$ cat src/verilog/pmr_pkg.sv
// shared constants and types of the power monitor result bank
package pmr_pkg;
    localparam logic [7:0]  IDX_SHUNT    = 8'h01;
    localparam logic [7:0]  IDX_BUS      = 8'h02;
    localparam logic [7:0]  IDX_POWER    = 8'h03;
    localparam logic [7:0]  IDX_CURRENT  = 8'h04;
    localparam logic [7:0]  IDX_SCALE    = 8'h05;
    localparam logic [15:0] RST_WORD     = 16'h0000;
    localparam logic [15:0] SCALE_MASK   = 16'hfffe;
    localparam int          BUS_LSB_POS  = 3;
    localparam int          BUS_UNUSED   = 2;
    localparam int          BUS_RDY_POS  = 1;
    localparam int          BUS_OVF_POS  = 0;
    localparam logic [12:0] BUS16_MAX    = 13'h0fff;
    localparam logic [15:0] SHUNT_BASE   = 16'h0fa0;
    localparam int          CURR_SHIFT   = 12;
    localparam logic [31:0] POWER_DIV    = 32'h0000_1388;
    localparam logic [2:0]  MODE_OFF     = 3'h0;
    localparam logic [2:0]  MODE_ADC_OFF = 3'h4;

    typedef enum logic [1:0] {
        ST_IDLE = 2'b00,
        ST_CURR = 2'b01,
        ST_POWR = 2'b10
    } pmr_state_e;

    typedef struct packed {
        logic [15:0] shunt;
        logic [15:0] bus;
        logic [15:0] current;
        logic [15:0] power;
    } pmr_result_s;
endpackage

$ cat src/verilog/pmr_result_bank.sv
// result and calibration register bank of the current and power monitor
`timescale 1ns/1ps
`default_nettype none

// Functional notes
// - out-of-range shunt saturates to the range's most negative or positive code
// - shunt word is 16-bit twos complement, sign filling unused upper bits
// - read-only bus voltage register at index 02h holds latest bus result
// - 32 V range: 13-bit unsigned bus value in bits 15..3, 4 mV step
// - 16 V range: bit 15 zero, 12-bit value in bits 14..3
// - ready flag sets only after conversion, current and power are done
// - mode write clears ready flag unless new mode is power-down or disable or the write falls in the commit cycle
// - a read of the power register clears the ready flag, except in the commit cycle, where set wins
// - result registers readable any time, returning last completed results
// - overflow flag bit 0 set when current or power is out of range
// - power at index 03h is current times bus value over 5000
// - current at index 04h is shunt times calibration over 4096
// - negative current stored as 16-bit twos complement, bit 15 sign
// - calibration at index 05h is read/write; bits 15..1 used in math
// - calibration bit 0 always reads zero, writes of one ignored
// - calibration, bus, power and current registers reset to zero
module pmr_result_bank
    import pmr_pkg::*;
(
    input  wire logic        CLK,
    input  wire logic        RESET,
    input  wire logic [1:0]  SHUNT_RANGE_DIVIDER,
    input  wire logic        BUS_RANGE_32V,
    input  wire logic        CONV_DONE,
    input  wire logic [17:0] SHUNT_RAW,
    input  wire logic [12:0] BUS_RAW,
    input  wire logic        MODE_WR,
    input  wire logic [2:0]  MODE_VALUE,
    input  wire logic [7:0]  REG_INDEX,
    input  wire logic        REG_WR,
    input  wire logic        REG_RD,
    input  wire logic [15:0] REG_WDATA,
    output logic      [15:0] REG_RDATA,
    output logic             REG_RVALID,
    output logic             BUSY,
    output logic             CONVERSION_READY_FLAG,
    output logic             MATH_OVERFLOW_FLAG,
    output logic      [15:0] SHUNT_RESULT
);

    // saturating shunt conversion for the selected divider
    function automatic logic [15:0] shunt_sat(input logic [17:0] raw, input logic [1:0] div);
        logic signed [17:0] lim;
        logic signed [17:0] val;
        lim = 18'(SHUNT_BASE) <<< div;
        val = $signed(raw);
        if (val > lim) begin
            shunt_sat = lim[15:0];
        end else if (val < -lim) begin
            shunt_sat = 16'((-lim));
        end else begin
            shunt_sat = val[15:0];
        end
    endfunction

    // magnitude of a twos-complement current word
    function automatic logic [31:0] abs_current(input logic [15:0] cur);
        if (cur[15]) begin
            abs_current = 32'(-$signed({{16{1'b1}}, cur}));
        end else begin
            abs_current = {16'h0, cur};
        end
    endfunction

    // power word clamped to 16 bits, overflow flag on top
    function automatic logic [16:0] power_clamp(input logic [31:0] q);
        if (q > 32'h0000_ffff) begin
            power_clamp = {1'b1, 16'hffff};
        end else begin
            power_clamp = {1'b0, q[15:0]};
        end
    endfunction

    // 16 V range keeps a 12-bit count
    function automatic logic [12:0] clamp_bus16(input logic [12:0] raw);
        if (raw > BUS16_MAX) begin
            clamp_bus16 = BUS16_MAX;
        end else begin
            clamp_bus16 = raw;
        end
    endfunction

    // modes other than power-down and disable
    function automatic logic mode_clears(input logic [2:0] m);
        mode_clears = (m != MODE_OFF) && (m != MODE_ADC_OFF);
    endfunction

    // strobe aimed at one register index
    function automatic logic reg_hit(input logic strobe, input logic [7:0] idx, input logic [7:0] want);
        reg_hit = strobe && (idx == want);
    endfunction

    pmr_state_e  state_reg, state_next;
    pmr_result_s res_reg, res_next;
    logic [15:0] shunt_s_reg, shunt_s_next;
    logic [12:0] bus_s_reg, bus_s_next;
    logic [15:0] bus_w_reg, bus_w_next;
    logic [15:0] curr_s_reg, curr_s_next;
    logic        covf_reg, covf_next;
    logic        ovf_reg, ovf_next;
    logic        rdy_reg, rdy_next;
    logic [15:0] scale_reg, scale_next;
    logic [15:0] rdata_reg, rdata_next;
    logic        rvalid_reg, rvalid_next;

    logic signed [32:0] curr_prod;
    logic signed [32:0] curr_q;
    logic        [31:0] curr_mag;
    logic        [31:0] pow_q;
    logic        [16:0] pow_w;
    logic               commit;
    logic               rdy_clear;

    always_comb begin
        state_next   = state_reg;
        shunt_s_next = shunt_s_reg;
        bus_s_next   = bus_s_reg;
        curr_s_next  = curr_s_reg;
        covf_next    = covf_reg;
        commit       = 1'b0;
        curr_prod = $signed({{17{shunt_s_reg[15]}}, shunt_s_reg}) * $signed({17'h0, scale_reg});
        curr_q    = curr_prod >>> CURR_SHIFT;
        // power from current and bus value
        curr_mag  = abs_current(curr_s_reg);
        pow_q     = (curr_mag * {19'h0, bus_s_reg}) / POWER_DIV;
        pow_w     = power_clamp(pow_q);
        case (state_reg)
            ST_IDLE: begin
                if (CONV_DONE) begin
                    shunt_s_next = shunt_sat(SHUNT_RAW, SHUNT_RANGE_DIVIDER);
                    if (BUS_RANGE_32V) begin
                        bus_s_next = BUS_RAW;
                    end else begin
                        bus_s_next = clamp_bus16(BUS_RAW);
                    end
                    state_next = ST_CURR;
                end
            end
            ST_CURR: begin
                if (curr_q > 33'sd32767) begin
                    curr_s_next = 16'h7fff;
                    covf_next   = 1'b1;
                end else if (curr_q < -33'sd32768) begin
                    curr_s_next = 16'h8000;
                    covf_next   = 1'b1;
                end else begin
                    curr_s_next = curr_q[15:0];
                    covf_next   = 1'b0;
                end
                state_next = ST_POWR;
            end
            ST_POWR: begin
                commit     = 1'b1;
                state_next = ST_IDLE;
            end
            default: begin
                state_next = ST_IDLE;
            end
        endcase
    end

    always_comb begin
        res_next  = res_reg;
        ovf_next  = ovf_reg;
        if (commit) begin
            res_next.shunt   = shunt_s_reg;
            res_next.current = curr_s_reg;
            ovf_next         = covf_reg || pow_w[16];
            res_next.power   = pow_w[15:0];
            res_next.bus     = {bus_s_reg, 3'h0};
        end
        bus_w_next = res_next.bus;
        bus_w_next[BUS_UNUSED] = 1'b0;
    end

    always_comb begin
        rdy_clear = 1'b0;
        if (reg_hit(REG_RD, REG_INDEX, IDX_POWER)) begin
            rdy_clear = 1'b1;
        end
        if (MODE_WR && mode_clears(MODE_VALUE)) begin
            rdy_clear = 1'b1;
        end
        // set only after both products; set wins
        if (commit) begin
            rdy_next = 1'b1;
        end else if (rdy_clear) begin
            rdy_next = 1'b0;
        end else begin
            rdy_next = rdy_reg;
        end
    end

    always_comb begin
        scale_next = scale_reg;
        if (reg_hit(REG_WR, REG_INDEX, IDX_SCALE)) begin
            scale_next = REG_WDATA & SCALE_MASK;
        end
    end

    always_comb begin
        rvalid_next = REG_RD;
        rdata_next  = rdata_reg;
        if (REG_RD) begin
            case (REG_INDEX)
                IDX_SHUNT:   rdata_next = res_reg.shunt;
                IDX_BUS: begin
                    rdata_next = bus_w_reg;
                    rdata_next[BUS_RDY_POS] = rdy_reg;
                    rdata_next[BUS_OVF_POS] = ovf_reg;
                end
                IDX_POWER:   rdata_next = res_reg.power;
                IDX_CURRENT: rdata_next = res_reg.current;
                IDX_SCALE:   rdata_next = scale_reg;
                default:     rdata_next = RST_WORD;
            endcase
        end
    end

    always_ff @(posedge CLK) begin
        if (RESET) begin
            state_reg   <= ST_IDLE;
            shunt_s_reg <= RST_WORD;
            bus_s_reg   <= 13'h0;
            curr_s_reg  <= RST_WORD;
            covf_reg    <= 1'b0;
        end else begin
            state_reg   <= state_next;
            shunt_s_reg <= shunt_s_next;
            bus_s_reg   <= bus_s_next;
            curr_s_reg  <= curr_s_next;
            covf_reg    <= covf_next;
        end
    end

    always_ff @(posedge CLK) begin
        if (RESET) begin
            res_reg   <= '0;
            bus_w_reg <= RST_WORD;
            ovf_reg   <= 1'b0;
        end else begin
            res_reg   <= res_next;
            bus_w_reg <= bus_w_next;
            ovf_reg   <= ovf_next;
        end
    end

    always_ff @(posedge CLK) begin
        if (RESET) begin
            rdy_reg <= 1'b0;
        end else begin
            rdy_reg <= rdy_next;
        end
    end

    always_ff @(posedge CLK) begin
        if (RESET) begin
            scale_reg <= RST_WORD;
        end else begin
            scale_reg <= scale_next;
        end
    end

    always_ff @(posedge CLK) begin
        if (RESET) begin
            rdata_reg  <= RST_WORD;
            rvalid_reg <= 1'b0;
        end else begin
            rdata_reg  <= rdata_next;
            rvalid_reg <= rvalid_next;
        end
    end

    assign REG_RDATA             = rdata_reg;
    assign REG_RVALID            = rvalid_reg;
    assign BUSY                  = (state_reg != ST_IDLE);
    assign CONVERSION_READY_FLAG = rdy_reg;
    assign MATH_OVERFLOW_FLAG    = ovf_reg;
    assign SHUNT_RESULT          = res_reg.shunt;

endmodule // pmr_result_bank

`default_nettype wire

$ cat config.mk
export PLATFORM = sky130hd
export DESIGN_NAME = pmr_result_bank
export DESIGN_NICKNAME = d
export VERILOG_FILES = /design/src/verilog/pmr_pkg.sv /design/src/verilog/pmr_result_bank.sv
export SDC_FILE = /design/constraint.sdc
export NUM_CORES = 2
export LEC_CHECK = 0
export ABC_AREA = 1
export BUFFER_PORTS_ARGS = -buffer_cell sky130_fd_sc_hd__buf_2
export CAP_MARGIN = 30
export CORE_MARGIN = 2
export CORE_UTILIZATION = 31
export DETAILED_ROUTE_END_ITERATION = 10
export GPL_TIMING_DRIVEN = 0
export PLACE_DENSITY = 0.46
export SYNTH_ARGS = -nofsm -noshare
export SYNTH_HDL_FRONTEND = slang
export SYNTH_SLANG_ARGS = --single-unit
$ cat constraint.sdc
create_clock -name CLK -period 56.9 [get_ports CLK]
set_input_delay 5.69 -clock CLK [delete_from_list [all_inputs] [get_ports CLK]]
set_output_delay 5.69 -clock CLK [all_outputs]
set_load 0.005 [all_outputs]
**Word level (Yosys, flattened, before mapping)**

Cells that the tools add are included.

- Input bits: 67
- Bits in registers: 146
- Word-level logic and storage cells: 65
- Output and inout port bits: 36

- Mux-type cells: 19
- $mul: 2
- $lt $le $gt $ge: 6
- Div/mod/pow operators: 1
- $add $sub $neg: 2
- Equal/unequal tests: 9
- Shift-type cells: 1
- Reductions and logical operators: 10

Operators by type and width:

| operator | number |
|---|---|
| 16-bit case mux with 5 select lines | 1 |
| 16-bit two-way mux | 4 |
| 48-bit two-way mux | 1 |
| 32-bit by 13-bit divider with 32-bit output, second input constant | 1 |
| 32-bit by 16-bit greater-than comparator with 1-bit output, second input constant | 1 |
| 16-bit by 16-bit multiplier with 32-bit output | 1 |
| 32-bit by 13-bit multiplier with 32-bit output | 1 |
| 32-bit two-way mux | 1 |
| 17-bit negation with 32-bit output | 1 |
| 13-bit two-way mux | 2 |
| 21-bit by 16-bit greater-than comparator with 1-bit output, second input constant | 1 |
| 21-bit by 16-bit < comparator with 1-bit output, second input constant | 1 |
| 18-bit greater-than comparator | 1 |
| 18-bit < comparator | 1 |
| 18-bit negation | 1 |
| 12-bit by 2-bit <<< shifter with 18-bit output, first input constant | 1 |
| 17-bit two-way mux | 1 |
| 8-bit by 2-bit equality test with 1-bit output, second input constant | 2 |
| 8-bit by 3-bit equality test with 1-bit output, second input constant | 2 |
| 13-bit by 12-bit greater-than comparator with 1-bit output, second input constant | 1 |
| 8-bit by 1-bit equality test with 1-bit output, second input constant | 1 |
| 1-bit two-way mux | 7 |
| 1-bit logical AND | 4 |
| 2-bit case mux with 2 select lines | 1 |
| other kinds (10) | 11 |

**Logic depth before layout (Yosys ltp)**

- Word-level depth: 7
- Depth in mapped cells: 182
- Mapped depth without buffers: 175

**Worst setup path before layout**

OpenSTA, ideal clock, no wires.

- Path type: register -> register
- From: register curr_s_reg[0]
- To: register res_reg[0] in the netlist's numbering
- Slack: 38.790 ns
- Period minus slack after synthesis: 18.110 ns
- Data required time: 56.778 ns
- Path buffers: 11
- Cell stages (with the launch flop): 156
- Setup time: 0.122 ns
- Arrival: 17.988 ns
- Cell sequence: dfxtp_1 nor3_1 inv_1 nor2_1 inv_1 nor2_1 inv_1 nor3_1 inv_1 nor3_1 nand2_1 nor4_1 inv_1 nor2_1 fa_1 inv_1 fa_1 inv_1 [... 120 more ...] nand2_2 buf_6 nand3_2 nand2_1 nand2_1 a21oi_2 nand2_2 buf_6 a21oi_4 nand2_1 nor2_4 nand3_2 nand2_4 nand3_1 xor2_1 inv_2 nand2_2 a21oi_2

- Longest elaborated chain between the ends: 6

RTL lines:

| what | line | text |
|---|---|---|
| from (decl) | pmr_result_bank.sv:103 | `logic [15:0] curr_s_reg, curr_s_next;` |
| from (signal assigned) | pmr_result_bank.sv:236 | `curr_s_reg <= curr_s_next;` |
| 17-bit negation with 32-bit output | pmr_result_bank.sv:64 | `abs_current = 32'(-$signed({{16{1'b1}}, cur}));` |
| 32-bit two-way mux * | pmr_result_bank.sv:63 | `if (cur[15]) begin` |
| 32-bit by 13-bit multiplier with 32-bit output * | pmr_result_bank.sv:130 | `pow_q = (curr_mag * {19'h0, bus_s_reg}) / POWER_DIV;` |
| 32-bit by 13-bit divider with 32-bit output * | pmr_result_bank.sv:130 |  |
| 32-bit by 16-bit greater-than comparator with 1-bit output | pmr_result_bank.sv:72 | `if (q > 32'h0000_ffff) begin` |
| 17-bit two-way mux * | pmr_result_bank.sv:72 |  |
| to (signal assigned) | pmr_result_bank.sv:247 | `res_reg <= res_next;` |
| to (decl) | pmr_result_bank.sv:99 | `pmr_result_s res_reg, res_next;` |

Every way passes the cells marked *; elsewhere a longest branch is shown, timed or not.
A chain may end at the register's enable or synchronous reset.

**Worst setup path in the final report**

Same ends and word-level chain as after synthesis.

==> flow_summary.toml <==
[clocking]
h-tree-depth = 4
cts_setup_buffers = 0
cts_made_buffers = 17
ctsHoldBuffers = 0
clkLatencyLatePin_ns = 0.47
path_clk_slew_ns = 0.08
cts_sinks = 143
cts_tree = "done"
root_buffer = "clkbuf_16"
cts_resized = 0
clock_path_buffers = 2

[sta]
period_needed_ns = 21.56
finalSetupTns_ns = 0
setup-violations-final = 0
fmax_ghz = 0.0464
hold_viol_final = 0
relSlewSlack_pct = 36.4
tightest_slew_ns = 0.955
drv_slew = 0
finClkSkew_ns = 0.0215
rsz0062_at_grt = "false"
fin_crit_sh_pct = 37.9

[flow_run]
drv_cap = 0

[critical_path]
r2r_setup_slack_ns = 35.34
path_buf_inv = 24
rr_worst_depth = 146
crit_required_ns = 57.25
worst-path-max-fanout = 10
path_class = "flip-flop to flip-flop"
critPathMostFrequentCell = "nand2_4"
arrival_ns = 21.91
crit_family = "simple AND/OR/NAND/NOR gates"
crit_path_end_kind = "flip-flop"
reg2reg_to = "res_reg[0]"
reg2reg_from = "curr_s_reg[0]"
cp_slowest_cell = "xor2_1"
setup.worst_path.start_class = "flip-flop"
slowest_delay_ns = 0.75

[routing]
wl_mm = 93.6
routed_via_density = 4.63
routedWlPerCell_um = 16.3
route.detailed.drc = 0
first_pass_iters = 5
vias = 26528
first_iter_violations = 1514
ant_nets = 0

[synth]
synth_cells = 4301
synth_top_area_share_pct = 26.8
synth_top_area_cell = "fa_1"
ys_top_cells_by_area = "fa_1, nand2_1, inv_1"
synth-main-ff-cell = "dfxtp_1"
syn_area_per_cell_sq_um = 7.14
synthesis.area_sq_um = 30700
yosysSeqAreaShare_pct = 9.32
async_flop_share_pct = 0
synth_seq_cells = 143
synth_edf_count = 0
synth_cell_types = 69
synth_warnings = 0

[finish]
drive_above_1_share_pct = 13.4
fillers = 10776
multiInputGateArea_sq_um = 23400
antenna_cells = 0
finalNetCount = 5096
largest_reg_flops = 45
syn2layout_area_growth_pct = 9.17
area.sequential_sq_um = 2860

[grt]
antenna_found_initial = 4
grt_pass1_wl_mm = 149
grtUsageTotal_pct = 18.7
grt_max_degree = 19
grt-ovfl-total = 0
grt_pass1_vias = 26370

[floorplan]
fp.dieArea_sq_um = 102000
die_h_um = 319
initial_core_util_pct = 31.3
rows = 115
fp.dieW_um = 319
pin_count = 103
core_area_sq_um = 98300

[worst_hold_path]
min_from = "res_reg[22]"
hold_path_class = "flip-flop to flip-flop"
min_to = "res_reg[22]"
hold_path_depth = 2

[placed_design]
hpwlAfterDp_mm = 80.2
place_congestion = 0.856
port_buffers = 98

[outcome]
status = "finished clean"
==> cell usage after synthesis, drive strengths merged (2+ instances only) <==
cell type / instances
o22ai: 8
nor3: 49
o21ai: 149
o21bai: 7
nand3: 228
ha: 183
nor4: 8
o2111ai: 3
buf: 28
clkbuf: 123
a31oi: 6
o211ai: 8
nand2: 1159
nand4: 59
a221oi: 21
fa: 411
nand3b: 16
o221a: 5
nor2: 377
a21oi: 166
a21o: 2
o31ai: 4
or2: 5
a22oi: 4
and2: 5
xor2: 57
dfxtp: 143
o221ai: 19
clkinv: 29
conb: 2
xnor2: 40
a211oi: 18
inv: 952
==> worst reg2reg max path, delay by kind of cell, from the launching register on <==
family	cells	cell delay [ns]
simple gates	104	12.18
compound gates	8	1.59
fa+ha+maj	7	2.81
flops	1	0.42
xor+xnor	3	1.33
buf+inv	24	3.12
==> through the flow <==
stage | hold slack (ns) | instances | instance area [sq um] | setup WS [ns] | util (%)
2_1_floorplan | 0.425 | 4313 | 30800 | 38.79 | -
3_3_place_gp | 0.439 | 5698 | 32900 | 34.29 | 33.4
3_5_place_dp | 0.444 | 5703 | 32900 | 35.25 | 33.5
4_1_cts | 0.454 | 5735 | 33500 | 35.17 | 34.1
5_1_grt | 0.475 | 5735 | 33500 | 33.03 | 34.1
6_report | 0.453 | 5735 | 33500 | 35.34 | 34.1
==> cell type report <==
cell class	instances	area share, %
sequential	143	8.54
buffer	151	2.18
tap	1287	4.80
clock buffer	17	1.27
multi-input combinational	3037	69.9
clock inverter	15	0.530
timing repair buffer	103	1.64
inverter	982	11.1
==> worst max path at each step <==
stage | start | end | slack, ns | cells past startpoint
finish | curr_s_reg[0] | res_reg[0] | 35.34 | 146
global route | curr_s_reg[0] | res_reg[0] | 33.03 | 147
CTS | curr_s_reg[0] | res_reg[0] | 35.17 | 146
detailed placement | curr_s_reg[0] | res_reg[0] | 35.25 | 146
global placement | curr_s_reg[0] | res_reg[0] | 34.29 | 140
floorplan | curr_s_reg[0] | res_reg[0] | 38.79 | 155
==> cells by family after synthesis <==
kind of cell,count (synthesis),synth area share (%)
other cells,2,0.0245
xor+xnor,97,2.89
fa+ha+maj,594,34.2
buf+inv,1133,14.5
simple gates,1908,30.5
compound gates,424,8.44
flops,143,9.32
==> cells in the final DEF (no fill, tap or decap), drive strengths merged, types with 3 or more instances in the layout <==
cell / count
nor3: 49
nand4: 59
clkbuf: 140
o221a: 5
a31oi: 6
o2111ai: 3
fa: 411
inv: 962
nor4: 8
conb: 14
nand3b: 16
nor2: 377
buf: 129
a22oi: 4
o221ai: 19
ha: 183
o21bai: 7
o22ai: 8
a221oi: 21
nand2: 1159
nand3: 228
and2: 5
o211ai: 8
o31ai: 4
o21ai: 149
a21oi: 166
or2: 5
dfxtp: 143
clkinv: 33
a211oi: 18
xor2: 57
xnor2: 40
==> per-layer routing <==
layer | track usage [%] | part of all wire, % | wire (um) | vias up
li1 | - | - | - | 13320
met5 | 0 | 0.040 | 37 | -
met4 | 2.97 | 1.3 | 1220 | 6
met3 | 2.44 | 4.7 | 4360 | 62
met2 | 30.2 | 45 | 42400 | 483
met1 | 27.0 | 49 | 45500 | 12657
Power is left out: the tool's default activity adds up to more than one toggle a clock period on the data nets, which glitch-free logic cannot reach.
